==> src/igs_defines.svh <==
// Offsets, field positions, reset values and timing counts of the sensor core
`ifndef IGS_DEFINES_SVH
`define IGS_DEFINES_SVH
`define IGS_SLAVE_ADDR 7'h55
`define IGS_REG_STATUS 8'h00
`define IGS_REG_PWR 8'h01
`define IGS_REG_SETUP 8'h11
`define IGS_PWR_RESET 8'h00
`define IGS_SETUP_RESET 8'h00
`define IGS_STATUS_RESET 8'h00
`define IGS_PWR_SOFT_BIT 0
`define IGS_SETUP_MODE_BIT 0
`define IGS_SETUP_EC_MSB 3
`define IGS_SETUP_EC_LSB 1
`define IGS_FIELD_NONE 2'h0
`define IGS_CLK_MHZ 100
`define IGS_ALERT_TIME_MS 10
`define IGS_ALERT_CYCLES (`IGS_ALERT_TIME_MS * 1000 * `IGS_CLK_MHZ)
`define IGS_SLOW_DIV 512
`define IGS_FAST_DIV 8
`endif

==> src/igs_pkg.sv <==
// Types shared by the sensor core and its serial slave
package igs_pkg;
    // One register write taken from the serial port
    typedef struct packed {
        logic [7:0] addr;
        logic [7:0] data;
    } igs_wr_s;
    // Detection results as presented by the detection logic
    typedef struct packed {
        logic [1:0] prox;
        logic [1:0] motion;
    } igs_result_s;
    // Serial slave byte-level states
    typedef enum logic [3:0] {
        IGS_IDLE, IGS_ADDR, IGS_ADDR_ACK, IGS_REG, IGS_REG_ACK,
        IGS_DATA, IGS_DATA_ACK, IGS_RD, IGS_RD_ACK
    } igs_state_e;
endpackage

==> src/igs_i2c_slave.sv <==
// Serial two-wire slave: address match, register pointer, write and read bytes
`timescale 1ns/1ns
`include "igs_defines.svh"
module igs_i2c_slave import igs_pkg::*; (
    input wire logic clk_i,
    input wire logic rst_b_i,
    input wire logic scl_i,
    input wire logic sda_i,
    input wire logic [7:0] rd_data_i,
    output logic sda_oe_o,
    output logic wr_valid_o,
    output igs_wr_s wr_o,
    output logic rd_stb_o,
    output logic [7:0] rd_addr_o
);
    logic [2:0] scl_q, sda_q; // Two sync stages plus one history stage
    igs_state_e st_r;
    logic [3:0] cnt_r; // Bits taken in the current byte
    logic [7:0] sh_r, tx_r, ptr_r;
    logic rw_r;
    logic scl_rise, scl_fall, start_det, stop_det;

    // Pins are asynchronous; only stages 1 and 2 feed any logic
    always_ff @(posedge clk_i or negedge rst_b_i) begin
        if (!rst_b_i) begin
            scl_q <= 3'h7;
            sda_q <= 3'h7;
        end else begin
            scl_q <= {scl_q[1:0], scl_i};
            sda_q <= {sda_q[1:0], sda_i};
        end
    end
    assign scl_rise = scl_q[1] & ~scl_q[2];
    assign scl_fall = ~scl_q[1] & scl_q[2];
    assign start_det = scl_q[1] & scl_q[2] & ~sda_q[1] & sda_q[2];
    assign stop_det = scl_q[1] & scl_q[2] & sda_q[1] & ~sda_q[2];

    // Byte sequencer; SDA changes after SCL falls, or is released at a start or stop
    always_ff @(posedge clk_i or negedge rst_b_i) begin
        if (!rst_b_i) begin
            st_r <= IGS_IDLE;
            cnt_r <= 4'h0;
            sh_r <= 8'h00;
            tx_r <= 8'h00;
            ptr_r <= 8'h00;
            rw_r <= 1'b0;
            sda_oe_o <= 1'b0;
            wr_valid_o <= 1'b0;
            wr_o <= '0;
            rd_stb_o <= 1'b0;
            rd_addr_o <= 8'h00;
        end else begin
            wr_valid_o <= 1'b0;
            rd_stb_o <= 1'b0;
            if (start_det) begin // Also a repeated start
                st_r <= IGS_ADDR;
                cnt_r <= 4'h0;
                sda_oe_o <= 1'b0;
            end else if (stop_det) begin
                st_r <= IGS_IDLE;
                sda_oe_o <= 1'b0;
            end else if (scl_rise) begin
                sh_r <= {sh_r[6:0], sda_q[1]}; // MSB first
                cnt_r <= cnt_r + 4'h1;
                if (st_r == IGS_RD_ACK && sda_q[1]) begin
                    st_r <= IGS_IDLE; // Master declined more data
                end
            end else if (scl_fall) begin
                unique case (st_r)
                    IGS_IDLE: ;
                    IGS_ADDR: if (cnt_r == 4'h8) begin
                        if (sh_r[7:1] == `IGS_SLAVE_ADDR) begin
                            sda_oe_o <= 1'b1;
                            rw_r <= sh_r[0];
                            st_r <= IGS_ADDR_ACK;
                        end else begin
                            st_r <= IGS_IDLE;
                        end
                    end
                    IGS_ADDR_ACK: begin
                        cnt_r <= 4'h0;
                        if (rw_r) begin
                            sda_oe_o <= ~rd_data_i[7];
                            tx_r <= {rd_data_i[6:0], 1'b0};
                            rd_stb_o <= 1'b1;
                            rd_addr_o <= ptr_r;
                            st_r <= IGS_RD;
                        end else begin
                            sda_oe_o <= 1'b0;
                            st_r <= IGS_REG;
                        end
                    end
                    IGS_REG: if (cnt_r == 4'h8) begin
                        sda_oe_o <= 1'b1;
                        ptr_r <= sh_r;
                        rd_addr_o <= sh_r; // Read mux settles on the new pointer before any load
                        st_r <= IGS_REG_ACK;
                    end
                    IGS_REG_ACK, IGS_DATA_ACK: begin
                        sda_oe_o <= 1'b0;
                        cnt_r <= 4'h0;
                        st_r <= IGS_DATA;
                    end
                    IGS_DATA: if (cnt_r == 4'h8) begin
                        sda_oe_o <= 1'b1;
                        wr_valid_o <= 1'b1;
                        wr_o <= '{addr: ptr_r, data: sh_r};
                        st_r <= IGS_DATA_ACK;
                    end
                    IGS_RD: if (cnt_r == 4'h8) begin
                        sda_oe_o <= 1'b0; // Free SDA for master ack
                        st_r <= IGS_RD_ACK;
                    end else begin
                        sda_oe_o <= ~tx_r[7];
                        tx_r <= {tx_r[6:0], 1'b0};
                    end
                    IGS_RD_ACK: begin // Acked: send the same register again
                        cnt_r <= 4'h0;
                        sda_oe_o <= ~rd_data_i[7];
                        tx_r <= {rd_data_i[6:0], 1'b0};
                        rd_stb_o <= 1'b1;
                        rd_addr_o <= ptr_r;
                        st_r <= IGS_RD;
                    end
                endcase
            end
        end
    end
endmodule

==> src/igs_core.sv <==
// Sensor digital core: registers, alert, emitter pacing and shutdown
// Behaviour
// - Answer only slave address 1010101
// - Address LSB: 0 write, 1 read
// - Start condition begins address comparison
// - Address sampled MSB first on SCL high
// - Acknowledge a matching address byte
// - Acknowledge the register address byte
// - Acknowledge every data byte; store it only at 01h or 11h
// - Stop condition ends the transfer
// - Repeated start read returns pointed register; only 00h status reads back, 01h and 11h read as 00h
// - Decode 00h status, 01h power, 11h setup
// - Proximity field: 01 away, 10 near
// - Motion field: 01 two-to-one, 10 reverse
// - Soft powerdown bit, resets into shutdown
// - Setup bits 3:1 pick emitter current
// - Setup bit 0: motion or proximity
// - Alert falls when a result changes
// - Status read releases the alert
// - Alert self-releases after 10 ms
// - Emitter duty 1/512, 1/8 in motion mode when motion is active
// - Shutdown keeps all register contents
// - Powerdown pin low forces hardware shutdown
`timescale 1ns/1ns
`include "igs_defines.svh"
module igs_core import igs_pkg::*; #(
    parameter int unsigned ALERT_CYCLES = `IGS_ALERT_CYCLES
) (
    input wire logic CLK_I,
    input wire logic RST_B_I,
    input wire logic SCL_I,
    input wire logic SDA_I,
    input wire logic HW_POWERDOWN_N_PIN_I,
    input wire logic [1:0] PROXIMITY_RESULT_FIELD_I,
    input wire logic [1:0] MOTION_DIRECTION_FIELD_I,
    input wire logic MOTION_ACTIVE_I,
    output logic SDA_O,
    output logic SDA_OE_O,
    output logic EVENT_ALERT_N_PIN_O,
    output logic EMITTER_PULSE_O,
    output logic [2:0] EMITTER_CURRENT_SELECT_O,
    output logic PROXIMITY_MODE_O,
    output logic POWERDOWN_O
);
    // Time figures turned into clock counts
    localparam int unsigned ALERT_W = $clog2(ALERT_CYCLES + 1);
    localparam logic [ALERT_W-1:0] ALERT_LAST = ALERT_W'(ALERT_CYCLES - 1);
    localparam int unsigned SLOW_W = $clog2(`IGS_SLOW_DIV);
    localparam int unsigned FAST_W = $clog2(`IGS_FAST_DIV);
    localparam logic [1:0] FIELD_NONE = `IGS_FIELD_NONE;

    // Serial slave side
    logic wr_valid; // One-cycle write strobe
    igs_wr_s wr; // Write address and data
    logic rd_stb; // One-cycle read-load strobe
    logic [7:0] rd_addr; // Register being read
    logic [7:0] rd_data; // Value offered to the slave

    // Stored registers
    logic [7:0] pwr_r; // Power-down control
    logic [7:0] setup_r; // Sensing setup
    logic [7:0] status_r; // Proximity and motion results
    logic [7:0] status_nxt;

    // Shutdown and alert state
    logic [1:0] pin_q; // Powerdown pin synchroniser
    logic pd_r; // Combined powerdown, registered
    logic pd_nxt;
    logic alert_n_r; // Alert pin level
    logic [ALERT_W-1:0] alert_tmr_r; // Time the alert has been low
    logic res_change; // A result field changes this cycle
    logic status_read; // Status register just read

    // Emitter pacing
    logic [SLOW_W-1:0] emit_cnt_r; // Free pacing counter
    logic emit_r; // Emitter strobe
    logic emit_nxt;
    logic fast_mode; // Motion mode with activity

    // Slave instance; the register pointer lives there
    igs_i2c_slave u_slave (
        .clk_i(CLK_I),
        .rst_b_i(RST_B_I),
        .scl_i(SCL_I),
        .sda_i(SDA_I),
        .rd_data_i(rd_data),
        .sda_oe_o(SDA_OE_O),
        .wr_valid_o(wr_valid),
        .wr_o(wr),
        .rd_stb_o(rd_stb),
        .rd_addr_o(rd_addr)
    );

    // Open-drain: the data level is always low, only the enable moves
    always_ff @(posedge CLK_I or negedge RST_B_I) begin
        if (!RST_B_I) begin
            SDA_O <= 1'b0;
        end else begin
            SDA_O <= 1'b0;
        end
    end

    // Read mux; write-only registers read back as zero
    always_comb begin
        if (rd_addr == `IGS_REG_STATUS) begin
            rd_data = status_r;
        end else begin
            rd_data = 8'h00;
        end
    end

    // Power-down control register
    always_ff @(posedge CLK_I or negedge RST_B_I) begin
        if (!RST_B_I) begin
            pwr_r <= `IGS_PWR_RESET; // Starts in soft shutdown
        end else if (wr_valid && wr.addr == `IGS_REG_PWR) begin
            pwr_r <= wr.data;
        end
    end

    // Sensing setup register; other addresses leave it alone
    always_ff @(posedge CLK_I or negedge RST_B_I) begin
        if (!RST_B_I) begin
            setup_r <= `IGS_SETUP_RESET;
        end else if (wr_valid && wr.addr == `IGS_REG_SETUP) begin
            setup_r <= wr.data;
        end
    end

    // Powerdown pin is asynchronous: two stages before use
    always_ff @(posedge CLK_I or negedge RST_B_I) begin
        if (!RST_B_I) begin
            pin_q <= 2'h0;
        end else begin
            pin_q <= {pin_q[0], HW_POWERDOWN_N_PIN_I};
        end
    end

    // Either shutdown source stops sensing; registers keep their values
    assign pd_nxt = ~pin_q[1] | ~pwr_r[`IGS_PWR_SOFT_BIT];

    always_ff @(posedge CLK_I or negedge RST_B_I) begin
        if (!RST_B_I) begin
            pd_r <= 1'b1;
        end else begin
            pd_r <= pd_nxt;
        end
    end

    // Only the field of the chosen mode is live; the other reads as none (00)
    always_comb begin
        status_nxt = status_r;
        if (!pd_r) begin // Held while shut down
            if (setup_r[`IGS_SETUP_MODE_BIT]) begin
                status_nxt = {4'h0, PROXIMITY_RESULT_FIELD_I, FIELD_NONE};
            end else begin
                status_nxt = {4'h0, FIELD_NONE, MOTION_DIRECTION_FIELD_I};
            end
        end
    end

    // Status register capture
    always_ff @(posedge CLK_I or negedge RST_B_I) begin
        if (!RST_B_I) begin
            status_r <= `IGS_STATUS_RESET;
        end else begin
            status_r <= status_nxt;
        end
    end

    assign res_change = (status_nxt[3:0] != status_r[3:0]);
    assign status_read = rd_stb && (rd_addr == `IGS_REG_STATUS);

    // Alert pin: a change wins over a read or timeout in the same cycle
    always_ff @(posedge CLK_I or negedge RST_B_I) begin
        if (!RST_B_I) begin
            alert_n_r <= 1'b1;
            alert_tmr_r <= '0;
        end else if (res_change) begin
            alert_n_r <= 1'b0;
            alert_tmr_r <= '0; // A fresh event restarts the time-out
        end else if (!alert_n_r) begin
            if (status_read) begin
                alert_n_r <= 1'b1;
                alert_tmr_r <= '0;
            end else if (alert_tmr_r == ALERT_LAST) begin
                alert_n_r <= 1'b1;
                alert_tmr_r <= '0;
            end else begin
                alert_tmr_r <= alert_tmr_r + 1'b1;
            end
        end
    end

    // Emitter pacing: one strobe per 512 cycles, or per 8 in motion mode when motion is active
    assign fast_mode = ~setup_r[`IGS_SETUP_MODE_BIT] & MOTION_ACTIVE_I;

    always_comb begin
        if (pd_r) begin
            emit_nxt = 1'b0; // No light while shut down
        end else if (fast_mode) begin
            emit_nxt = (emit_cnt_r[FAST_W-1:0] == '0);
        end else begin
            emit_nxt = (emit_cnt_r == '0);
        end
    end

    // Counter is free running so switching rate never loses phase badly
    always_ff @(posedge CLK_I or negedge RST_B_I) begin
        if (!RST_B_I) begin
            emit_cnt_r <= '0;
            emit_r <= 1'b0;
        end else begin
            emit_cnt_r <= emit_cnt_r + 1'b1;
            emit_r <= emit_nxt;
        end
    end

    // Output flops for the pins and the analog controls
    always_ff @(posedge CLK_I or negedge RST_B_I) begin
        if (!RST_B_I) begin
            EVENT_ALERT_N_PIN_O <= 1'b1;
            EMITTER_PULSE_O <= 1'b0;
            EMITTER_CURRENT_SELECT_O <= 3'h0;
            PROXIMITY_MODE_O <= 1'b0;
            POWERDOWN_O <= 1'b1;
        end else begin
            EVENT_ALERT_N_PIN_O <= alert_n_r;
            EMITTER_PULSE_O <= emit_r;
            EMITTER_CURRENT_SELECT_O <= setup_r[`IGS_SETUP_EC_MSB:`IGS_SETUP_EC_LSB];
            PROXIMITY_MODE_O <= setup_r[`IGS_SETUP_MODE_BIT];
            POWERDOWN_O <= pd_r;
        end
    end
endmodule

==> config.mk <==
export PLATFORM = sky130hd
export DESIGN_NAME = igs_core
export DESIGN_NICKNAME = d
export VERILOG_FILES = /design/src/igs_pkg.sv /design/src/igs_i2c_slave.sv /design/src/igs_core.sv
export VERILOG_INCLUDE_DIRS = /design/src /design/src/src
export SDC_FILE = /design/constraint.sdc
export NUM_CORES = 1
export LEC_CHECK = 0
export ABC_AREA = 1
export BUFFER_PORTS_ARGS = -buffer_cell sky130_fd_sc_hd__buf_2
export CAP_MARGIN = 20
export CORE_AREA = 2 2 117 119
export CTS_BUF_LIST = sky130_fd_sc_hd__clkbuf_4 sky130_fd_sc_hd__clkbuf_8
export CTS_CLUSTER_DIAMETER = 120
export DETAILED_ROUTE_END_ITERATION = 6
export DIE_AREA = 0 0 119 121
export HOLD_SLACK_MARGIN = 0.1
export PLACE_DENSITY = 0.61
export SYNTH_ARGS = -nofsm -noshare
export SYNTH_HDL_FRONTEND = slang
export SYNTH_HIERARCHICAL = 1
export SYNTH_SLANG_ARGS = --single-unit
==> constraint.sdc <==
create_clock -name CLK_I -period 2.5 [get_ports CLK_I]
set_clock_uncertainty 0.15 [all_clocks]
set_input_delay 0.25 -clock CLK_I [delete_from_list [all_inputs] [get_ports CLK_I]]
set_output_delay 0.25 -clock CLK_I [all_outputs]
set_load 0.05 [all_outputs]
## After elaboration in Yosys (flattened, before gate mapping)

Cells that the tools add are included.

| word-level totals | value |
|---|---|
| register bits after elaboration | 112 |
| input port bits | 10 |
| output and inout bits | 9 |
| word-level logic and storage cells | 165 |

| operators by class | value |
|---|---|
| add/subtract/negate cells | 3 |
| equality and inequality tests | 28 |
| muxes and demuxes | 58 |
| bitwise logic cells | 21 |
| reductions and logical operators | 27 |

Operators by type and width:

| operator | count |
|---|---|
| $mux 20 | 4 |
| $mux 4 | 17 |
| $pmux 8 s3 | 2 |
| $mux 8 | 4 |
| $pmux 4 s7 | 1 |
| $reduce_and 7->1 | 4 |
| $mux 1 | 26 |
| $add 20x1->20 const B | 1 |
| $eq 20x20->1 const B | 1 |
| $ne 5x1->1 const B | 4 |
| $reduce_and 6->1 | 3 |
| $eq 4x3->1 const B | 4 |
| $reduce_bool 3->1 | 5 |
| $ne 4x1->1 const B | 3 |
| $not 1->1 | 11 |
| $reduce_bool 10->1 | 1 |
| $add 9x1->9 const B | 1 |
| $logic_not 9->1 | 1 |
| $and 1x1->1 | 8 |
| $eq 4x2->1 const B | 2 |
| $eq 4x4->1 const B | 2 |
| $eq 8x1->1 const B | 1 |
| $eq 8x5->1 const B | 1 |
| $logic_not 8->1 | 1 |
| other kinds (21) | 29 |

## Logic depth before layout (Yosys ltp)

Gate-level depths: netlist of run 1.

| logic depth | value |
|---|---|
| depth after elaboration | 8 |
| depth in mapped cells | 11 |
| depth with buffers taken out | 11 |

## Modules after synthesis

The synthesis of run 1 kept the hierarchy.

By module, submodules not included:

| module | times used | cells an instance | area each (µm²) | sequential area each (µm²) |
|---|---|---|---|---|
| igs_i2c_slave | 1 | 389 | 3,188.1 | 1,634.1 |
| igs_core | 1 | 321 | 2,558.7 | 1,256.2 |

## Least setup slack after synthesis of run 1

OpenSTA, ideal clock, no wires.

| path | value |
|---|---|
| path kind | register -> register |
| from | register u_slave.scl_q[2] |
| to | register u_slave.tx_r[4] |
| setup time | 76 ps |
| arrival time | 1,660 ps |
| required time | 2,274 ps |
| setup slack | 614 ps |
| cell stages (with the launch flop) | 10 |
| path buffers | 2 |
| clock period less this slack | 1,886 ps |
| cells stage by stage | dfstp_2 -> inv_1 -> ha_1 -> clkbuf_2 -> nor3_4 -> o21ai_4 -> nor2_8 -> buf_6 -> nand2_1 -> o21ai_1 |

| on the way | value |
|---|---|
| cells in the longest elaborated chain, start to end | 5 |
| elaborated cells on any way between the ends | 12 |
| those cells by class | bitwise (11); reduce/logical (1) |

Ends and longest elaborated chain:

| item | RTL line | RTL |
|---|---|---|
| from (decl) | igs_i2c_slave.sv:16 | `logic [2:0] scl_q, sda_q;` |
| from (signal assigned) | igs_i2c_slave.sv:29 | `scl_q <= {scl_q[1:0], scl_i};` |
| $and 1x1->1 | igs_i2c_slave.sv:35, igs_i2c_slave.sv:36 |  |
| $and 1x1->1 (on tied branches) (2 in series) | igs_i2c_slave.sv:35, igs_i2c_slave.sv:36 |  |
| $not 1->1 (no source line) | -- |  |
| $reduce_and 7->1 (no source line) * | -- |  |
| to (signal assigned) | igs_i2c_slave.sv:84 | `tx_r <= {rd_data_i[6:0], 1'b0};` |
| to (signal assigned) | igs_i2c_slave.sv:115 | `tx_r <= {tx_r[6:0], 1'b0};` |
| to (signal assigned) | igs_i2c_slave.sv:120 | `tx_r <= {rd_data_i[6:0], 1'b0};` |
| to (decl) | igs_i2c_slave.sv:19 | `logic [7:0] sh_r, tx_r, ptr_r;` |

Every way passes the cells marked *; elsewhere a longest branch is shown, timed or not.
A chain may end at the register's enable or synchronous reset.

## Final worst setup path of run 1

| path | value |
|---|---|
| from | register u_slave.scl_q[1] |
| to | register u_slave/wr_o[8] (netlist bit) |

| on the way | value |
|---|---|
| cells in the longest elaborated chain, start to end | 5 |
| elaborated cells on any way between the ends | 12 |
| those cells by class | bitwise (11); reduce/logical (1) |

Ends and longest elaborated chain:

| item | RTL line | RTL |
|---|---|---|
| $and 1x1->1 | igs_i2c_slave.sv:35, igs_i2c_slave.sv:36 |  |
| $and 1x1->1 (on tied branches) (2 in series) | igs_i2c_slave.sv:35, igs_i2c_slave.sv:36 |  |
| $not 1->1 (no source line) | -- |  |
| $reduce_and 6->1 (no source line) * | -- |  |
| to (signal assigned) | igs_i2c_slave.sv:107 | `wr_o <= '{addr: ptr_r, data: sh_r};` |
| to (decl) | igs_i2c_slave.sv:12 | `output igs_wr_s wr_o,` |

Marked as above.

==> results of run 1 <==
[path summary, 6_finish.rpt]
| path | startpoint | endpoint | slack (ns) |
|---|---|---|---|
| hold reg to reg | u_slave/sda_q[0]$_DFF_PN1_ | u_slave/sda_q[1]$_DFF_PN1_ | 0.20 |
| max in group asynchronous | RST_B_I | u_slave/scl_q[1]$_DFF_PN1_ | 1.44 |
| setup / recovery | u_slave/scl_q[1]$_DFF_PN1_ | u_slave/wr_o[8]$_DFFE_PN0P_ | 0.25 |
| setup reg to reg | u_slave/scl_q[1]$_DFF_PN1_ | u_slave/wr_o[8]$_DFFE_PN0P_ | 0.25 |
| hold / removal | u_slave/sda_q[0]$_DFF_PN1_ | u_slave/sda_q[1]$_DFF_PN1_ | 0.20 |
| min in group asynchronous | RST_B_I | emit_cnt_r[2]$_DFF_PN0_ | 0.34 |
[where the power goes]
group	total, mW	internal (mW)	leakage [nW]	switching, mW
Sequential	1.90	1.86	1.46	0.0412
Clock	1.03	0.448	0.0950	0.578
Combinational	0.328	0.0944	1.56	0.233
[flip-flops by register name, indices dropped and copies added (netlist names), 2 cells and up]
name	cells
setup_r	4
u_slave/wr_o	12
EMITTER_CURRENT_SELECT_O	3
alert_tmr_r	20
u_slave/sda_q	3
u_slave/tx_r	7
u_slave/ptr_r	8
pin_q	2
status_r	4
emit_cnt_r	9
u_slave/st_r	4
u_slave/scl_q	3
u_slave/cnt_r	4
u_slave/rd_addr_o	8
u_slave/sh_r	8
[layout by cell type (no fill, tap or decap), types with 7 or more instances in the layout]
| master | count |
|---|---|
| dfstp_2 | 10 |
| dlygate4sd3_1 | 9 |
| o21ai_1 | 13 |
| nand3_1 | 37 |
| inv_1 | 63 |
| a21oi_1 | 11 |
| xnor2_1 | 8 |
| nor2_2 | 7 |
| nand2_2 | 14 |
| nor2_1 | 77 |
| nand2_1 | 235 |
| o21ai_0 | 48 |
| dfrtp_1 | 101 |
| clkbuf_8 | 10 |
| xor2_1 | 14 |
| ha_1 | 8 |
| buf_2 | 16 |
[routing by layer]
metal | vias to the layer above | track usage [%] | routed length (um)
met3 | 9 | 3.24 | 286
met2 | 43 | 25.9 | 5000
met4 | 0 | 4.32 | 117
met5 | - | 0 | 0
met1 | 2008 | 22.3 | 5440
li1 | 2235 | - | -
[final cells by class]
cell class / count / area (um^2)
Timing Repair Buffer: 29 / 213
Multi-Input combinational cell: 509 / 2480
Clock inverter: 1 / 7.51
Tap cell: 176 / 220
Clock buffer: 15 / 175
Sequential cell: 111 / 2790
Fill cell: 1299 / 6940
Inverter: 68 / 255
[metrics by stage]
| stage | power, mW | hold WS [ns] |
|---|---|---|
| finish | 3.25 | 0.199 |
| global route | 3.42 | 0.220 |
| CTS | 3.29 | 0.207 |
| detailed placement | 2.25 | 0.197 |
| global placement | 2.24 | 0.191 |
| floorplan | 2.13 | -0.196 |
==> metrics.txt, run 1 <==
root buffer cell=clkbuf_8; Slew Limit Fails=0; largest net degree at the start of global routing=112; first-pass GRT wire length=19,100 um; slew at the pin closest to its max-slew limit=0.620 ns; TritonCTS buffer count=9; DRC viols=0; drt total wl=10,800 um; worst-path fanout max=17; Core Box Area=13,100 um^2; Max Buffers Root-to-Sink=2; final setup violation count=0; FF-to-FF path depth=8; worst vdd ir=413 uV; Synth Cell Area=5610 um^2; Num Clock Sinks=111; Initial Utilization=42.9%; Final nets=746; Setup Fix Bufs, Post-CTS=0; DR vias=4,295; Final Worst Setup Slack=0.245 ns; max incr delay on CP=0.57 ns; Non-Filler Instances=909; routed len/inst=11.9 um; Final Cycle Share=90.2%; n_diodes=0; Post-Syn Instances=698; Initial DRC Count=313; vias in the first global route=4,051; Hold-fix buffers, CTS=9; initial antenna violation count=0; row count=42; Syn. warnings=6; later-pin clock latency in the skew report=0.37 ns; achievable frequency=443 MHz; I/O pin total=19; endpoint type of the worst setup path=flop; Placed Cells incl. Taps=884; relative slew slack=58.6%; Max Cap Viol=0; vias per cell=4.72; hold crit path type=flop to flop; CTS tree=yes; Layout area overhead=9.43%; crit path buf inv count=1; number of gates resized after cts=0; H-tree depth=3; GRT Total Usage=16.1%; static leakage=3.11 nW; DP Worst Slack=0.250 ns; Crit Path Category=flop to flop; Worst Hold Depth=0; Critical Path Stages=8; Worst Path Required=2.62 ns; die area=14,400 um^2; final design area excluding fillers=6140 um^2; die width=119 um; hpwl dp=7670 um; Worst Setup Start Kind=flop; Area after DPL=5870 um^2; Fin. Hold Viols=0; Pwr Density=529 nW/um^2; GRT overflow=0; RSZ-0062 raised after global routing=false; minimum clock period=2.25 ns; global placer's final weighted congestion=0.902; final core occ=46.9%; crit-path cells=ha_1 -> nand3_2 -> nand2_4 -> nor3_4 -> nand3_2 -> clkinv_1 -> nand2_1 -> nand2_1; share of layout cells above drive strength 1=12.3%; clk slew on worst S/H paths=0.10 ns; # port buffers=17; TritonRoute pass-1 iters=4; Avg Cell Area, Syn=8.04 um^2; CP top delay family=simple AND/OR/NAND/NOR gates; Worst EP arrival=2.37 ns; Die H=121 um; Slowest-stage cell, CP=dfstp_2; post-route ant nets=0; status=complete, no violations; total negative setup slack=0 ns
Note: power is estimated with default switching activity, not from simulation.
==> run 2, diff against run 1 <==
ABC_AREA = unset   (was 1)
CORE_AREA = 2 2 115 117   (was 2 2 117 119)
DIE_AREA = 0 0 117 119   (was 0 0 119 121)
==> run 2 against run 1 <==
  * Wire length fell by 4.3%
  * Via count fell by 10%
  * Synthesized cell count fell by 31%
  * Final cell count fell by 23%
  * Largest cell class unchanged
==> metrics.txt, run 2 <==
status=complete, no violations; Area after DPL=5760 um^2; Initial DRC Count=280; worst vdd ir=370 uV; Worst EP arrival=2.53 ns; Max Cap Viol=0; Fin. Hold Viols=0; hpwl dp=7180 um; DRC viols=0; Final Cycle Share=94.3%; Post-Syn Instances=485; WHS=0.209 ns; RSZ-0062 raised after global routing=false; most frequent cells in the layout=dfrtp_1 (101), nand2_1 (43), mux2_2 (39); later-pin clock latency in the skew report=0.37 ns; Synth Cell Area=5450 um^2; H-tree depth=3; share of layout cells above drive strength 1=23.2%; Largest register FFs=20; drt total wl=10,400 um; slew at the pin closest to its max-slew limit=0.642 ns; Psw=1.12 mW; power share of the combinational group=17.3%; GRT Total Usage=16.3%; final core occ=46.9%; Pwr Density=624 nW/um^2; Worst Path Required=2.67 ns; largest net degree at the start of global routing=39; Avg Cell Area, Syn=11.2 um^2; # port buffers=17; Initial Utilization=42.4%; internal power=2.65 mW; die width=117 um; static leakage=2.69 nW; relative slew slack=56.8%; total negative setup slack=0 ns; achievable frequency=424 MHz; I/O pin total=19; GRT overflow=0; post-route ant nets=0; final setup violation count=0; Num Clock Sinks=111; final design area excluding fillers=6040 um^2; Syn. warnings=6; Biggest register=alert_tmr_r; initial antenna violation count=0; CTS tree=yes; vias in the first global route=3,847; Reg power frac=54.7%; clk slew on worst S/H paths=0.10 ns; Crit Path Category=flop to flop; Layout area overhead=10.8%; Setup Fix Bufs, Post-CTS=0; first-pass GRT wire length=18,300 um; Core Box Area=12,900 um^2; clock power share=28.0%; n_diodes=0; die area=13,900 um^2; TritonRoute pass-1 iters=4; Worst Setup Start Kind=flop; row count=42; Switching Share=29.6%; Die H=119 um; hold crit path type=flop to flop; global placer's final weighted congestion=0.793; TritonCTS buffer count=9; Top Registers=alert_tmr_r: 20 flops, u_slave/wr_o: 12 flops, emit_cnt_r: 9 flops; Max Buffers Root-to-Sink=2; worst-path fanout max=6; Final nets=534; endpoint type of the worst setup path=flop; DR vias=3,866; root buffer cell=clkbuf_8; filler instances=1,221; Slew Limit Fails=0; minimum clock period=2.36 ns; vias per cell=5.55; most common library cell in the layout ignoring fill and taps=dfrtp_1; routed len/inst=14.9 um
==> run 2: area by class of cell <==
type | count | area [um^2] | area share, %
Multi-Input combinational cell | 333 | 2440 | 40.5
Clock inverter | 4 | 35.0 | 0.580
Tap cell | 176 | 220 | 3.64
Sequential cell | 111 | 2790 | 46.2
Timing Repair Buffer | 42 | 323 | 5.34
Inverter | 19 | 71.3 | 1.18
Clock buffer | 12 | 159 | 2.63
==> run 2: worst paths after layout <==
| path | to | slack [ns] | cells past startpoint | startpoint |
|---|---|---|---|---|
| max | u_slave/cnt_r[2]$_DFFE_PN0P_ | 0.14 | 7 | u_slave/scl_q[1]$_DFF_PN1_ |
| min | EMITTER_PULSE_O$_DFF_PN0_ | 0.21 | 0 | emit_r$_DFF_PN0_ |
| max reg2reg | u_slave/cnt_r[2]$_DFFE_PN0P_ | 0.14 | 7 | u_slave/scl_q[1]$_DFF_PN1_ |
| min reg2reg | EMITTER_PULSE_O$_DFF_PN0_ | 0.21 | 0 | emit_r$_DFF_PN0_ |
| max in group asynchronous | POWERDOWN_O$_DFF_PN1_ | 1.16 | 3 | RST_B_I |
| min in group asynchronous | alert_tmr_r[19]$_DFFE_PN0P_ | 0.23 | 2 | RST_B_I |
==> run 2: through the flow <==
| stage | total power, mW | setup slack [ns] | cells |
|---|---|---|---|
| after floorplan | 2.54 | 0.258 | 489 |
| after global placement | 2.72 | 0.235 | 672 |
| after detailed placement | 2.74 | 0.151 | 672 |
| after CTS | 3.82 | 0.100 | 696 |
| after global routing | 4.00 | 0.00783 | 697 |
| final | 3.77 | 0.142 | 697 |
==> run 2: what timing repair did <==
action                     4_1_cts  5_1_grt
setup endpoints to repair        0        1
resized for setup                0        0
hold buffers                     8        1
hold endpoints to repair        77        1
==> run 2: power groups by stage <==
stage / registers, mW / logic (mW) / clock network (mW)
finish: 2.06 / 0.652 / 1.06
floorplan: 2.07 / 0.477 / 0
global route: 2.09 / 0.732 / 1.18
global placement: 2.09 / 0.633 / 0
CTS: 2.06 / 0.657 / 1.10
detailed placement: 2.10 / 0.643 / 0
==> run 2: critical path, cell delays in order (launching register included) <==
cell,delay (ns)
dfstp_2,0.58
inv_1,0.05
ha_1,0.34
and2b_1,0.18
a211oi_1,0.22
o311ai_2,0.21
or4b_1,0.51
nand2_1,0.07
==> run 2: metal layers <==
layer,share of wire (%),track usage (%),wire length (um)
met1,45,20.7,4670
met4,1.2,4.93,121
met3,2.6,3.46,273
met5,0,0,0
met2,51,27.8,5300
